$ cat config.mk
export PLATFORM = sky130hd
export DESIGN_NAME = fscfg_top
export DESIGN_NICKNAME = d
export VERILOG_FILES = /design/src/include/fscfg_pkg.sv /design/src/design/fscfg_top.sv
export VERILOG_INCLUDE_DIRS = /design/src /design/src/include
export SDC_FILE = /design/constraint.sdc
export NUM_CORES = 1
export LEC_CHECK = 0
export ABC_AREA = 1
export BUFFER_PORTS_ARGS = -buffer_cell sky130_fd_sc_hd__buf_2
export CAP_MARGIN = 20
export CORE_UTILIZATION = 50
export CTS_CLUSTER_SIZE = 40
export DETAILED_ROUTE_END_ITERATION = 16
export GPL_TIMING_DRIVEN = 0
export PLACE_DENSITY_LB_ADDON = 0.3
export SYNTH_ARGS = -nofsm -noshare
export SYNTH_HDL_FRONTEND = slang
export SYNTH_SLANG_ARGS = --single-unit
$ cat constraint.sdc
create_clock -name i_mclk -period 2.2 [get_ports i_mclk]
set_input_delay 0.11 -clock i_mclk [delete_from_list [all_inputs] [get_ports i_mclk]]
set_output_delay 0.11 -clock i_mclk [all_outputs]
set_load 0.02 [all_outputs]
$ cat src/include/fscfg_cfg.svh
// Register map, field positions and reset values of the frame-sync / forwarding config bank.
// Assumes an 8-bit register port with byte offsets as printed.
`ifndef FSCFG_CFG_SVH
`define FSCFG_CFG_SVH
`define FSCFG_ADDR_W        8
`define FSCFG_OFF_FS_CTL    8'h18
`define FSCFG_OFF_HI1       8'h19
`define FSCFG_OFF_HI0       8'h1a
`define FSCFG_OFF_LO1       8'h1b
`define FSCFG_OFF_LO0       8'h1c
`define FSCFG_OFF_MAXHI     8'h1d
`define FSCFG_OFF_MAXLO     8'h1e
`define FSCFG_OFF_CLKCTL    8'h1f
`define FSCFG_OFF_FWD       8'h20
`define FSCFG_RST_ZERO      8'h00
`define FSCFG_RST_MAXLO     8'h04
`define FSCFG_RST_CLKCTL    8'h02
`define FSCFG_RST_FWD       8'hf0
`define FSCFG_MASK_CLKCTL   8'h0f
`define FSCFG_MASK_FWD      8'hf0
`define FSCFG_BIT_GEN_ON    0
`define FSCFG_BIT_SHAPE     1
`define FSCFG_BIT_INIT      2
`define FSCFG_BIT_CLKSEL    3
`define FSCFG_BIT_SRC_INT   6
`define FSCFG_BIT_OSC       3
`define FSCFG_BIT_REFMODE   2
`define FSCFG_FRAME_ONE     16'h0001
`define FSCFG_FRAME_ZERO    16'h0000
`define FSCFG_CNT_ZERO      24'h000000
`endif

$ cat src/include/fscfg_pkg.sv
// Types of the frame-sync / forwarding config bank.
// Assumes fscfg_cfg.svh for all numeric constants.
package fscfg_pkg;
    typedef enum logic [1:0] {
        FSCFG_SPD_FAST  = 2'b00,
        FSCFG_SPD_1G2   = 2'b01,
        FSCFG_SPD_800M  = 2'b10,
        FSCFG_SPD_400M  = 2'b11
    } fscfg_speed_type;

    typedef struct packed {
        logic            internal_osc_select;
        logic            ref_clk_half;
        fscfg_speed_type tx_speed;
    } fscfg_clk_type;

    typedef struct packed {
        logic rx3_forward_off;
        logic rx2_forward_off;
        logic rx1_forward_off;
        logic rx0_forward_off;
    } fscfg_fwd_type;
endpackage

$ cat src/design/fscfg_top.sv
// Frame-sync period registers, frame-number limit, clock control and forwarding disables,
// with the frame-sync generator and the raw-mode frame-number counter they drive.
// Assumes a synchronous register port and a one-cycle tick strobe per frame-clock source.
//
// Functional notes
// High count: low byte 7:0, high byte 15:8
// Low count: high byte 15:8, low byte 7:0
// Programmed count is duration minus one
// Frame number on every start/end packet
// Limit zero gives frame number zero
// Number counts one to limit, wraps to one
// Limit upper/lower bytes; lower resets 0x4
// Oscillator select: external or internal 200MHz
// Reference mode: 200 MHz or 100 MHz
// Software avoids 100 MHz with 400 Mbps
// Two-bit transmit speed, resets 800 Mbps
// Bits 7:4 disable ports 3..0, reset one
// High/low counts or balanced 24-bit count
// Enable bit starts and stops generation
// Count chosen frame-clock ticks, reload on toggle
`timescale 1ns/100ps
`include "fscfg_cfg.svh"
module fscfg_top (
    input  wire logic                       i_mclk,
    input  wire logic                       i_rstn,
    input  wire logic [`FSCFG_ADDR_W-1:0]   i_addr,
    input  wire logic [7:0]                 i_wdata,
    input  wire logic                       i_wr,
    input  wire logic                       i_rd,
    input  wire logic [4:0]                 i_frame_clk_tick,
    input  wire logic                       i_frame_start,
    output logic      [7:0]                 o_rdata,
    output logic                            o_frame_sync,
    output logic      [15:0]                o_frame_number,
    output fscfg_pkg::fscfg_clk_type        o_clk_ctl,
    output fscfg_pkg::fscfg_fwd_type        o_fwd_off
);

////////////////////////////////////////////////////////////////////////////////
logic [7:0]  fs_ctl_r;
logic [7:0]  hi1_r;
logic [7:0]  hi0_r;
logic [7:0]  lo1_r;
logic [7:0]  lo0_r;
logic [7:0]  maxhi_r;
logic [7:0]  maxlo_r;
logic [7:0]  clkctl_r;
logic [7:0]  fwd_r;
logic [7:0]  rdata_nxt;
logic [15:0] sync_high_count;
logic [15:0] sync_low_count;
logic [15:0] frame_limit;
logic [23:0] phase_cnt_r;
logic [23:0] reload_nxt;
logic        gen_on_d_r;
logic        tick;
logic [2:0]  src_sel;

// Reset images of the two registered control outputs
localparam logic [7:0] RST_CLK_IMG = `FSCFG_RST_CLKCTL;
localparam logic [7:0] RST_FWD_IMG = `FSCFG_RST_FWD;

assign sync_high_count = {hi1_r, hi0_r};
assign sync_low_count  = {lo1_r, lo0_r};
assign frame_limit     = {maxhi_r, maxlo_r};

////////////////////////////////////////////////////////////////////////////////
// Register writes
always_ff @(posedge i_mclk) begin
    if (!i_rstn) begin
        fs_ctl_r <= `FSCFG_RST_ZERO;
        hi1_r    <= `FSCFG_RST_ZERO;
        hi0_r    <= `FSCFG_RST_ZERO;
        lo1_r    <= `FSCFG_RST_ZERO;
        lo0_r    <= `FSCFG_RST_ZERO;
        maxhi_r  <= `FSCFG_RST_ZERO;
        maxlo_r  <= `FSCFG_RST_MAXLO;
        clkctl_r <= `FSCFG_RST_CLKCTL;
        fwd_r    <= `FSCFG_RST_FWD;
    end else if (i_wr) begin
        case (i_addr)
            `FSCFG_OFF_FS_CTL: fs_ctl_r <= i_wdata;
            `FSCFG_OFF_HI1:    hi1_r    <= i_wdata;
            `FSCFG_OFF_HI0:    hi0_r    <= i_wdata;
            `FSCFG_OFF_LO1:    lo1_r    <= i_wdata;
            `FSCFG_OFF_LO0:    lo0_r    <= i_wdata;
            `FSCFG_OFF_MAXHI:  maxhi_r  <= i_wdata;
            `FSCFG_OFF_MAXLO:  maxlo_r  <= i_wdata;
            `FSCFG_OFF_CLKCTL: clkctl_r <= i_wdata & `FSCFG_MASK_CLKCTL;
            `FSCFG_OFF_FWD:    fwd_r    <= i_wdata & `FSCFG_MASK_FWD;
            default: ;
        endcase
    end
end

////////////////////////////////////////////////////////////////////////////////
// Read port, data one cycle after the strobe; unmapped reads zero
always_comb begin
    case (i_addr)
        `FSCFG_OFF_FS_CTL: rdata_nxt = fs_ctl_r;
        `FSCFG_OFF_HI1:    rdata_nxt = hi1_r;
        `FSCFG_OFF_HI0:    rdata_nxt = hi0_r;
        `FSCFG_OFF_LO1:    rdata_nxt = lo1_r;
        `FSCFG_OFF_LO0:    rdata_nxt = lo0_r;
        `FSCFG_OFF_MAXHI:  rdata_nxt = maxhi_r;
        `FSCFG_OFF_MAXLO:  rdata_nxt = maxlo_r;
        `FSCFG_OFF_CLKCTL: rdata_nxt = clkctl_r;
        `FSCFG_OFF_FWD:    rdata_nxt = fwd_r;
        default:           rdata_nxt = `FSCFG_RST_ZERO;
    endcase
end

always_ff @(posedge i_mclk) begin
    if (!i_rstn) begin
        o_rdata <= `FSCFG_RST_ZERO;
    end else if (i_rd) begin
        o_rdata <= rdata_nxt;
    end else begin
        o_rdata <= `FSCFG_RST_ZERO;
    end
end

////////////////////////////////////////////////////////////////////////////////
// Clock control and forwarding outputs, registered
always_ff @(posedge i_mclk) begin
    if (!i_rstn) begin
        o_clk_ctl <= fscfg_pkg::fscfg_clk_type'(RST_CLK_IMG[3:0]);
        o_fwd_off <= fscfg_pkg::fscfg_fwd_type'(RST_FWD_IMG[7:4]);
    end else begin
        o_clk_ctl.internal_osc_select <= clkctl_r[`FSCFG_BIT_OSC];
        o_clk_ctl.ref_clk_half        <= clkctl_r[`FSCFG_BIT_REFMODE];
        o_clk_ctl.tx_speed            <= fscfg_pkg::fscfg_speed_type'(clkctl_r[1:0]);
        o_fwd_off                     <= fscfg_pkg::fscfg_fwd_type'(fwd_r[7:4]);
    end
end

////////////////////////////////////////////////////////////////////////////////
// Frame-sync generator
// Mode bits 7:4: 00xx back-channel port, 01xx internal tick (index 4)
assign src_sel = fs_ctl_r[`FSCFG_BIT_SRC_INT] ? 3'h4 : {1'b0, fs_ctl_r[5:4]};
assign tick    = i_frame_clk_tick[src_sel];

always_comb begin
    if (fs_ctl_r[`FSCFG_BIT_SHAPE]) begin
        reload_nxt = {hi0_r, lo1_r, lo0_r};
    end else if (o_frame_sync) begin
        reload_nxt = {8'h00, sync_low_count};
    end else begin
        reload_nxt = {8'h00, sync_high_count};
    end
end

always_ff @(posedge i_mclk) begin
    if (!i_rstn) begin
        o_frame_sync <= 1'b0;
        phase_cnt_r  <= `FSCFG_CNT_ZERO;
        gen_on_d_r   <= 1'b0;
    end else begin
        gen_on_d_r <= fs_ctl_r[`FSCFG_BIT_GEN_ON];
        if (!fs_ctl_r[`FSCFG_BIT_GEN_ON]) begin
            o_frame_sync <= fs_ctl_r[`FSCFG_BIT_INIT];
            phase_cnt_r  <= `FSCFG_CNT_ZERO;
        end else if (!gen_on_d_r) begin
            phase_cnt_r <= fs_ctl_r[`FSCFG_BIT_SHAPE] ? {hi0_r, lo1_r, lo0_r} :
                           (o_frame_sync ? {8'h00, sync_high_count} : {8'h00, sync_low_count});
        end else if (tick) begin
            if (phase_cnt_r == `FSCFG_CNT_ZERO) begin
                o_frame_sync <= ~o_frame_sync;
                phase_cnt_r  <= reload_nxt;
            end else begin
                phase_cnt_r <= phase_cnt_r - 24'h000001;
            end
        end
    end
end

////////////////////////////////////////////////////////////////////////////////
// Raw-mode frame number for start and end short packets
always_ff @(posedge i_mclk) begin
    if (!i_rstn) begin
        o_frame_number <= `FSCFG_FRAME_ZERO;
    end else if (frame_limit == `FSCFG_FRAME_ZERO) begin
        o_frame_number <= `FSCFG_FRAME_ZERO;
    end else if (i_frame_start) begin
        if (o_frame_number >= frame_limit || o_frame_number == `FSCFG_FRAME_ZERO) begin
            o_frame_number <= `FSCFG_FRAME_ONE;
        end else begin
            o_frame_number <= o_frame_number + `FSCFG_FRAME_ONE;
        end
    end
end

endmodule

==> results.py, run 1 <==
metrics = {
    "status": {
        "outcome": "complete, no violations",
    },
    "timing": {
        "tightest_slew_ps": 714.8,
        "fmax_ghz": 0.5099,
        "setup_tns_ps": 0,
        "holdWs_ps": 46.66,
        "finalHoldViolCount": 0,
        "finalCritPeriodShare": 0.8914,
        "finalWorstPathRequiredPeriod_ps": 1961,
        "rsz0062_at_grt": "no",
        "final-max-slew-violation-count": 0,
        "finalSetupViolCount": 0,
        "slew_headroom": 0.5198,
        "skew_ps": 7.054,
    },
    "finish": {
        "diodes": 0,
        "syn2layout_area_growth_pct": 16.36,
        "drive_gt1_frac": 0.1397,
        "nets": 1150,
        "finalNonFillerCells": 1293,
    },
    "drt": {
        "drt-pass1-iter-count": 6,
        "wl_um": 20870,
        "drtIter0Drc": 683,
        "via_count": 7191,
        "viasPerCell": 5.561,
        "remaining_drc_errors": 0,
        "antenna_left": 0,
        "wl_per_cell_um": 16.14,
    },
    "worst_setup_path": {
        "start_kind": "flip-flop",
        "cp.required_ps": 2490,
        "cp-end-kind": "flip-flop",
        "crit_slowest_cell": "dfxtp_1",
        "cp_data_arrival_time_ps": 2250,
        "cpLargestDelayFamily": "simple AND/OR/NAND/NOR gates",
        "crit_type": "reg2reg",
        "crit_buf_inv": 3,
        "cpPeakStageDelay_ps": 330,
        "worstPathMaxFanout": 10,
        "cp_cell_sequence": "inv_1, ha_1, inv_1, nor2_1, nand2_1, nor2_2, nand3_4, nand2_2, buf_4, o21ai_0, o21ai_0, a21oi_1",
    },
    "clock_tree": {
        "post-cts-setup-buffers": 0,
        "clk_pin_slew_ps": 60,
        "h-tree-depth": 4,
        "cts.sinks": 122,
        "cts_buffers": 17,
        "clk_latency_ps": 420,
        "cts_tree": "built",
        "cts-root-buf": "clkbuf_16",
        "cts_resized": 0,
        "cts_hold_buffers": 0,
        "clockBufferDepth": 2,
    },
    "power_and_ir_drop": {
        "leakagePower_nw": 3.556,
        "power_density_nw_per_um2": 670.2,
        "power.total_w": 0.005369,
        "ir_drop_mv": 0.5234,
    },
    "yosys": {
        "yosysTopAreaCell": "dfxtp_1",
        "synth_seq_cells": 122,
        "synth_fp_nets": 1075,
        "ys_top_cells_by_area": "dfxtp_1, nand2_1, o21ai_0, a21oi_1, inv_1",
        "synth.avg_cell_area_um2": 6.690,
        "synth_top_area_share": 0.3548,
        "ys_seq_area_frac": 0.3548,
        "netlist-cell-type-count": 39,
        "synthesis.area_um2": 6884,
        "ys.warnings.count": 0,
        "syn_inst": 1029,
    },
    "floorplanning": {
        "die-area_um2": 14240,
        "die_h_um": 119.3,
        "fp.dieW_um": 119.3,
        "start_util": 0.5157,
        "boundaryPins": 59,
        "rows": 42,
        "core_area_um2": 13350,
    },
    "global_routing": {
        "grt_usage": 0.3020,
        "grt_max_degree": 17,
        "antenna_found_initial": 0,
        "grt_pass1_vias": 6377,
        "grt_first_pass_wirelength_um": 33110,
        "grt_overflow_total": 0,
    },
    "placed_design": {
        "globalplace.congestion": 0.9927,
        "port_buffers": 56,
        "dpl.hpwl_um": 15760,
        "place_inst": 1261,
    },
    "flow_run": {
        "maxCapViolCount": 0,
    },
    "hold_path": {
        "min_path_type": "in2reg",
    },
}
## tightest hold or removal path: stages
cell	delay, ps
buf_2	150
nand2_1	60
o21ai_0	80
inv_1	50
## layer usage
layer	up-vias	global-route usage	share of wire	wire length, µm
li1	3560	-	-	-
met1	3227	0.4053	0.44	9241
met2	337	0.4629	0.44	9195
met3	67	0.06226	0.074	1540
met4	0	0.1422	0.043	889
met5	-	0	0	0
## cell usage after synthesis (all sizes together)
library cell and n:
xnor2 6, a21oi 100, nand2 183, a221oi 1
nand3 75, nor3 16, o21bai 1, nand3b 2
or2 4, clkbuf 16, inv 140, dfxtp 122
nor2 135, o211ai 3, o21a 1, nor4 2
o2111ai 4, ha 20, a22oi 10, o22ai 14
xor2 12, buf 21, nand4 23, a21o 1
o21ai 117
## report_power, final
| part | internal [W] | switching, W | total (W) | leakage, nW |
|---|---|---|---|---|
| sequential | 0.00222 | 0.00000686 | 0.00222 | 0.983 |
| combinational | 0.0000610 | 0.000155 | 0.000216 | 2.27 |
| clock | 0.00186 | 0.00107 | 0.00293 | 0.302 |
## path summary, 6_finish.rpt
check,end,from,slack (ps),cells after the start
max,phase_cnt_r[16],phase_cnt_r[0],240,12
min,o_frame_number[0],i_frame_start,50,4
max reg2reg,phase_cnt_r[16],phase_cnt_r[0],240,12
min reg2reg,o_clk_ctl[0],clkctl_r[0],430,2
## area by class of cell
cell class,count,area (µm²)
Sequential cell,122,2442
Fill cell,1337,5338
Tap cell,176,220.2
Clock inverter,12,163.9
Inverter,140,525.5
Multi-Input combinational cell,730,3742
Clock buffer,20,456.7
Timing Repair Buffer,56,280.3
Buffer,37,178.9
## flip-flops by register name (all words and copies together) (netlist names)
name and cells:
phase_cnt_r 24, o_frame_number 16, fs_ctl_r 8, hi0_r 8, hi1_r 8, lo0_r 8
lo1_r 8, maxhi_r 8, maxlo_r 8, o_rdata 8, clkctl_r 4, fwd_r 4
o_clk_ctl 4, o_fwd_off 4, gen_on_d_r 1, o_frame_sync 1
## per-stage QoR
stage	setup WS (ps)	utilization	instance area, µm²
after floorplan	393.6	-	6884
after global placement	237.1	0.5532	7385
after detailed placement	211.0	0.5532	7385
after CTS	195.3	0.5997	8005
after global routing	78.45	0.6001	8010
final	238.9	0.6001	8010
## placed cells by master, fill, tap and decap left out, types with 5 or more instances in the layout
cell type,Yosys,layout
a21oi_1,100,100
a22oi_1,10,10
buf_2,12,67
buf_4,4,5
clkbuf_1,16,17
clkbuf_16,0,17
dfxtp_1,122,122
ha_1,20,20
inv_1,128,128
inv_2,12,12
nand2_1,175,174
nand2_2,8,9
nand3_1,73,73
nand4_1,21,21
nor2_1,116,116
nor2_2,17,17
nor3_1,12,12
o21ai_0,102,102
o21ai_1,15,15
o22ai_1,14,14
xnor2_1,6,6
xor2_1,12,12
## logic make-up after synthesis
family,share of synthesized area
DFF,0.3548
AOI/OAI and AO/OA,0.1943
buffers and inverters,0.1020
adders and majority gates,0.03635
and+or+nand+nor,0.2897
xor gates and xnor gates,0.02290
No activity file was read; power rests on OpenSTA's default activity.
==> inputs of run 2 (changes only) <==
--- a/config.mk
+++ b/config.mk
@@ -9,11 +9,14 @@
 export ABC_AREA = 1
 export BUFFER_PORTS_ARGS = -buffer_cell sky130_fd_sc_hd__buf_2
 export CAP_MARGIN = 20
-export CORE_UTILIZATION = 50
+export CELL_PAD_IN_SITES_DETAIL_PLACEMENT = 0
+export CELL_PAD_IN_SITES_GLOBAL_PLACEMENT = 1
+export CORE_UTILIZATION = 43
 export CTS_CLUSTER_SIZE = 40
 export DETAILED_ROUTE_END_ITERATION = 16
 export GPL_TIMING_DRIVEN = 0
 export PLACE_DENSITY_LB_ADDON = 0.3
+export REMOVE_ABC_BUFFERS = 1
 export SYNTH_ARGS = -nofsm -noshare
 export SYNTH_HDL_FRONTEND = slang
 export SYNTH_SLANG_ARGS = --single-unit
==> run 2 against run 1 <==
Maximum frequency fell by 0.80%. Die area rose by 16%. Critical path depth fell by 4. Worst setup slack got worse by 16 ps. Combinational power fell by 2%. Non-clock buffer count fell by 31. Wire length fell by 1.1%. Register-to-register slack got worse by 20 ps. Via count fell by 6.0%. Flip-flop and latch count did not move. Critical path type unchanged. Largest cell class unchanged. Largest power group unchanged. Highest routed layer unchanged.
==> results.py, run 2 (synthesis gave the netlist of run 1 again) <==
metrics = {
    "status": {
        "outcome": "complete, no violations",
    },
    "hold_path": {
        "min_path_type": "in2reg",
    },
    "timing": {
        "slew_headroom": 0.5385,
        "final-max-slew-violation-count": 0,
        "timing.final.ws_setup_ps": 223.1,
        "fmax_ghz": 0.5058,
        "rsz0062_at_grt": "no",
        "holdWs_ps": 35.83,
        "finalHoldViolCount": 0,
        "skew_ps": 9.218,
        "finalCritPeriodShare": 0.8986,
        "finalSetupViolCount": 0,
        "finalWorstPathRequiredPeriod_ps": 1977,
        "tightest_slew_ps": 687.0,
    },
    "clock_tree": {
        "cts_buffers": 17,
        "post-cts-setup-buffers": 0,
        "cts_tree": "built",
        "cts.sinks": 122,
        "cts-root-buf": "clkbuf_16",
        "clockBufferDepth": 2,
        "clk_pin_slew_ps": 60,
        "clk_latency_ps": 430,
        "h-tree-depth": 4,
    },
    "drt": {
        "drt-pass1-iter-count": 5,
        "drtIter0Drc": 456,
        "wl_um": 20650,
        "via_count": 6759,
        "antenna_left": 0,
        "wl_per_cell_um": 15.93,
        "viasPerCell": 5.215,
        "remaining_drc_errors": 0,
    },
    "power_and_ir_drop": {
        "p_clk_frac": 0.551,
        "p_int_w": 0.004176,
        "combPwrFrac": 0.039,
        "ir_drop_mv": 0.6898,
        "leakagePower_nw": 3.516,
        "power_density_nw_per_um2": 678.3,
        "p_sw_w": 0.001241,
        "seqPwrFrac": 0.410,
        "swShare": 0.2291,
    },
    "placed_design": {
        "pre_cts_ws_ps": -263.8,
        "place_inst": 1263,
        "port_buffers": 58,
        "dpl.hpwl_um": 15200,
        "globalplace.congestion": 0.8567,
    },
    "floorplanning": {
        "boundaryPins": 59,
        "fp.dieW_um": 128.5,
        "die_h_um": 128.5,
        "core_area_um2": 15430,
        "die-area_um2": 16520,
        "rows": 45,
        "start_util": 0.4462,
    },
    "finish": {
        "syn2layout_area_growth_pct": 16.01,
        "utilization": 0.5177,
        "regMostFlops": "phase_cnt_r",
        "final_common_cell": "nand2_1",
        "finalNonFillerCells": 1296,
        "diodes": 0,
        "mostFrequentLayoutCells": "nand2_1, inv_1, dfxtp_1",
        "nFillCells": 1571,
        "drive_gt1_frac": 0.1364,
        "largest_reg_flops": 24,
        "top_regs": "phase_cnt_r: 24 flops, o_frame_number: 16 flops",
        "nets": 1119,
    },
    "global_routing": {
        "grt_max_degree": 72,
        "grt_pass1_vias": 6034,
        "antenna_found_initial": 0,
        "grt_first_pass_wirelength_um": 32950,
        "grt_overflow_total": 0,
        "grt_usage": 0.2619,
    },
    "worst_setup_path": {
        "r2r_slack_ps": 220,
        "cp_data_arrival_time_ps": 2290,
        "cp.required_ps": 2510,
        "worstPathMaxFanout": 11,
        "crit_type": "reg2reg",
        "cp-end-kind": "flip-flop",
        "start_kind": "flip-flop",
    },
    "flow_run": {
        "maxCapViolCount": 0,
    },
}
## run 2: cell count changes in the layout (fill, tap and decap cells not counted), sizes merged
cell,delta
clkinv,+1
bufinv,+1
clkbuf,-18
dlygate4sd3,+1
buf,-16
inv,-1
## run 2: cell type report
cell class / instances / area, µm² / area share
timing repair buffer: 62 / 362.8 / 0.04543
clock inverter: 13 / 193.9 / 0.02428
inverter: 140 / 525.5 / 0.06580
multi-input combinational: 730 / 3767 / 0.4717
clock buffer: 18 / 429.2 / 0.05374
tap: 211 / 264.0 / 0.03306
sequential: 122 / 2444 / 0.3060
## run 2: layer usage
metal / vias to the layer above / global-route usage / share of wire
met2: 206 / 0.4089 / 0.44
met3: 34 / 0.04158 / 0.056
met5: - / 0 / 0
met4: 0 / 0.09135 / 0.021
met1: 3027 / 0.3659 / 0.49
li1: 3492 / - / -
## run 2: power groups by stage
stage	clock network, W	logic (W)	registers, W
final	0.00298	0.000212	0.00222
after CTS	0.00302	0.000205	0.00222
after detailed placement	0	0.000204	0.00227
after global placement	0	0.000204	0.00227
after global routing	0.00311	0.000234	0.00222
after floorplan	0	0.0000936	0.00227
## run 2: final timing paths
| path | startpoint | to | cells after the start |
|---|---|---|---|
| min | i_frame_start | o_frame_number[0] | 4 |
| max | fs_ctl_r[1] | phase_cnt_r[15] | 8 |
| min reg2reg | clkctl_r[0] | o_clk_ctl[0] | 2 |
| max reg2reg | fs_ctl_r[1] | phase_cnt_r[15] | 8 |
## run 2: repair_timing
action	4_1_cts	5_1_grt
hold buffers	0	1
pin swaps	0	0
setup endpoints to repair	15	30
endpoints found under the hold margin	0	2
gates resized for setup	2	5
## run 2: stage by stage
| stage | setup TNS, ps | instance area [µm²] | total power (W) |
|---|---|---|---|
| after floorplan | 0 | 6708 | 0.002367 |
| after global placement | -8972 | 7262 | 0.002474 |
| after detailed placement | -4336 | 7307 | 0.002475 |
| after CTS | 0 | 7934 | 0.005445 |
| after global routing | 0 | 7986 | 0.005563 |
| final | 0 | 7986 | 0.005417 |
## run 2: worst max-delay path, cell delays in order (launching register included)
cell	delay (ps)
dfxtp_1	410
inv_1	200
nand2_1	270
nor2_2	490
a22oi_1	170
nand2_1	140
nor2_1	60
nor2_1	80
nor2_1	40
==> inputs of run 3 (changes only) <==
--- a/config.mk
+++ b/config.mk
@@ -8,14 +8,13 @@
 export LEC_CHECK = 0
 export ABC_AREA = 1
 export BUFFER_PORTS_ARGS = -buffer_cell sky130_fd_sc_hd__buf_2
-export CAP_MARGIN = 20
 export CELL_PAD_IN_SITES_DETAIL_PLACEMENT = 0
 export CELL_PAD_IN_SITES_GLOBAL_PLACEMENT = 1
 export CORE_UTILIZATION = 43
 export CTS_CLUSTER_SIZE = 40
 export DETAILED_ROUTE_END_ITERATION = 16
 export GPL_TIMING_DRIVEN = 0
-export PLACE_DENSITY_LB_ADDON = 0.3
+export PLACE_DENSITY = 0.9
 export REMOVE_ABC_BUFFERS = 1
 export SYNTH_ARGS = -nofsm -noshare
 export SYNTH_HDL_FRONTEND = slang
==> run 3 against run 2 <==
Non-clock buffer count is 4 lower. Hold slack better by 20 ps. Flip-flop and latch count stayed put. Wire length is 3.6% lower. First-iteration DRC count is 30% higher. Sequential power hardly changed. Via count is 0.52% lower. Combinational power is 3% lower. Global-route usage is 0.84 points lower. Critical path depth stayed put. Register-to-register slack worse by 30 ps. Maximum frequency is 1.3% lower. Largest cell class unchanged. Largest power group unchanged. Highest routed layer unchanged.
==> results.py, run 3 (synthesis gave the netlist of run 1 again) <==
metrics = {
    "status": {
        "outcome": "complete, no violations",
    },
    "timing": {
        "final-max-slew-violation-count": 0,
        "finalCritPeriodShare": 0.9102,
        "finalWorstPathRequiredPeriod_ps": 2002,
        "skew_ps": 9.049,
        "setup_tns_ps": 0,
        "tightest_slew_ps": 1052,
        "finalHoldViolCount": 0,
        "finalSetupViolCount": 0,
        "rsz0062_at_grt": "no",
        "slew_headroom": 0.2988,
        "fmax_ghz": 0.4994,
        "holdWs_ps": 55.83,
    },
    "drt": {
        "via_count": 6724,
        "drtIter0Drc": 591,
        "wl_per_cell_um": 15.41,
        "viasPerCell": 5.204,
        "drt-pass1-iter-count": 5,
        "remaining_drc_errors": 0,
        "antenna_left": 0,
        "wl_um": 19910,
    },
    "finish": {
        "nFillCells": 1595,
        "final_common_cell": "nand2_1",
        "nets": 1115,
        "regMostFlops": "phase_cnt_r",
        "mostFrequentLayoutCells": "nand2_1, inv_1, dfxtp_1",
        "finalNonFillerCells": 1292,
        "top_regs": "phase_cnt_r: 24 flops, o_frame_number: 16 flops",
        "fin_area_um2": 7948,
        "drive_gt1_frac": 0.1351,
        "largest_reg_flops": 24,
        "diodes": 0,
        "utilization": 0.5152,
        "syn2layout_area_growth_pct": 15.45,
    },
    "hold_path": {
        "whs_endpoint": "o_frame_number[0]",
        "min_path_type": "in2reg",
        "min_path_cells": 4,
        "hp-start": "i_frame_start",
    },
    "floorplanning": {
        "fp.dieW_um": 128.5,
        "start_util": 0.4462,
        "rows": 45,
        "die_h_um": 128.5,
        "die-area_um2": 16520,
        "core_area_um2": 15430,
        "boundaryPins": 59,
    },
    "worst_setup_path": {
        "cp.required_ps": 2510,
        "crit_type": "reg2reg",
        "rr_startpoint": "fs_ctl_r[1]",
        "r2r_cells": 8,
        "cp_data_arrival_time_ps": 2320,
        "r2r_slack_ps": 200,
        "start_kind": "flip-flop",
        "cp-end-kind": "flip-flop",
        "r2r_end": "phase_cnt_r[10]",
        "worstPathMaxFanout": 11,
    },
    "power_and_ir_drop": {
        "leakagePower_nw": 3.516,
        "ir_drop_mv": 0.6643,
        "power_density_nw_per_um2": 699.0,
    },
    "global_routing": {
        "grt_max_degree": 72,
        "grt_overflow_total": 0,
        "grt_usage": 0.2535,
        "grt_first_pass_wirelength_um": 32090,
        "grt_pass1_vias": 6033,
        "antenna_found_initial": 0,
    },
    "clock_tree": {
        "cts-root-buf": "clkbuf_16",
        "clk_pin_slew_ps": 60,
        "clockBufferDepth": 2,
        "clk_latency_ps": 430,
        "post-cts-setup-buffers": 0,
        "h-tree-depth": 4,
        "cts.sinks": 122,
        "cts_buffers": 17,
        "cts_hold_buffers": 0,
        "cts_resized": 2,
        "cts_tree": "built",
    },
    "flow_run": {
        "maxCapViolCount": 0,
    },
    "placed_design": {
        "place_inst": 1261,
        "dpl.hpwl_um": 14440,
        "port_buffers": 58,
        "place_area_um2": 7264,
        "globalplace.congestion": 0.9725,
    },
}
-- run 3: final cells by class --
cell class,instances,area [µm²],share of cell area
multi-input combinational,730,3769,0.4742
clock inverter,13,216.5,0.02724
clock buffer,18,439.2,0.05526
timing repair buffer,58,290.3,0.03652
inverter,140,525.5,0.06612
sequential,122,2444,0.3075
tap,211,264.0,0.03322
-- run 3: worst max-delay path by stage --
stage	from	endpoint	depth (start not counted)
after floorplan	o_frame_sync	phase_cnt_r[12]	8
after global placement	gen_on_d_r	phase_cnt_r[4]	4
after detailed placement	gen_on_d_r	phase_cnt_r[4]	4
after CTS	fs_ctl_r[1]	phase_cnt_r[10]	8
after global routing	phase_cnt_r[0]	phase_cnt_r[16]	11
final	fs_ctl_r[1]	phase_cnt_r[10]	8
-- run 3: power breakdown --
group | internal, W | switching, W | leakage, nW
logic | 0.0000564 | 0.000149 | 2.22
clock network | 0.00204 | 0.00108 | 0.309
registers | 0.00222 | 0.00000650 | 0.984
total | 0.00432 | 0.00124 | 3.52
-- run 3: metrics by stage --
stage | setup slack [ps] | total power, W
after detailed placement | -449.9 | 0.002471
after global placement | -463.1 | 0.002470
after CTS | 16.41 | 0.005583
after global routing | 6.668 | 0.005729
after floorplan | 274.8 | 0.002367
final | 197.5 | 0.005555
-- run 3: routing by layer --
layer	wire length (µm)	vias to the layer above	track usage
met4	570	0	0.09896
met5	0	-	0
met1	9396	2989	0.3509
li1	-	3482	-
met3	1116	45	0.04366
met2	8822	208	0.3924
-- run 3: worst max-delay path: stages (launching register included) --
cell and delay, ps:
dfxtp_1 420, inv_1 210, nand2_1 270, nor2_2 480
a22oi_1 170, nand2_1 140, nor2_1 60, nor2_1 80
nor2_1 50
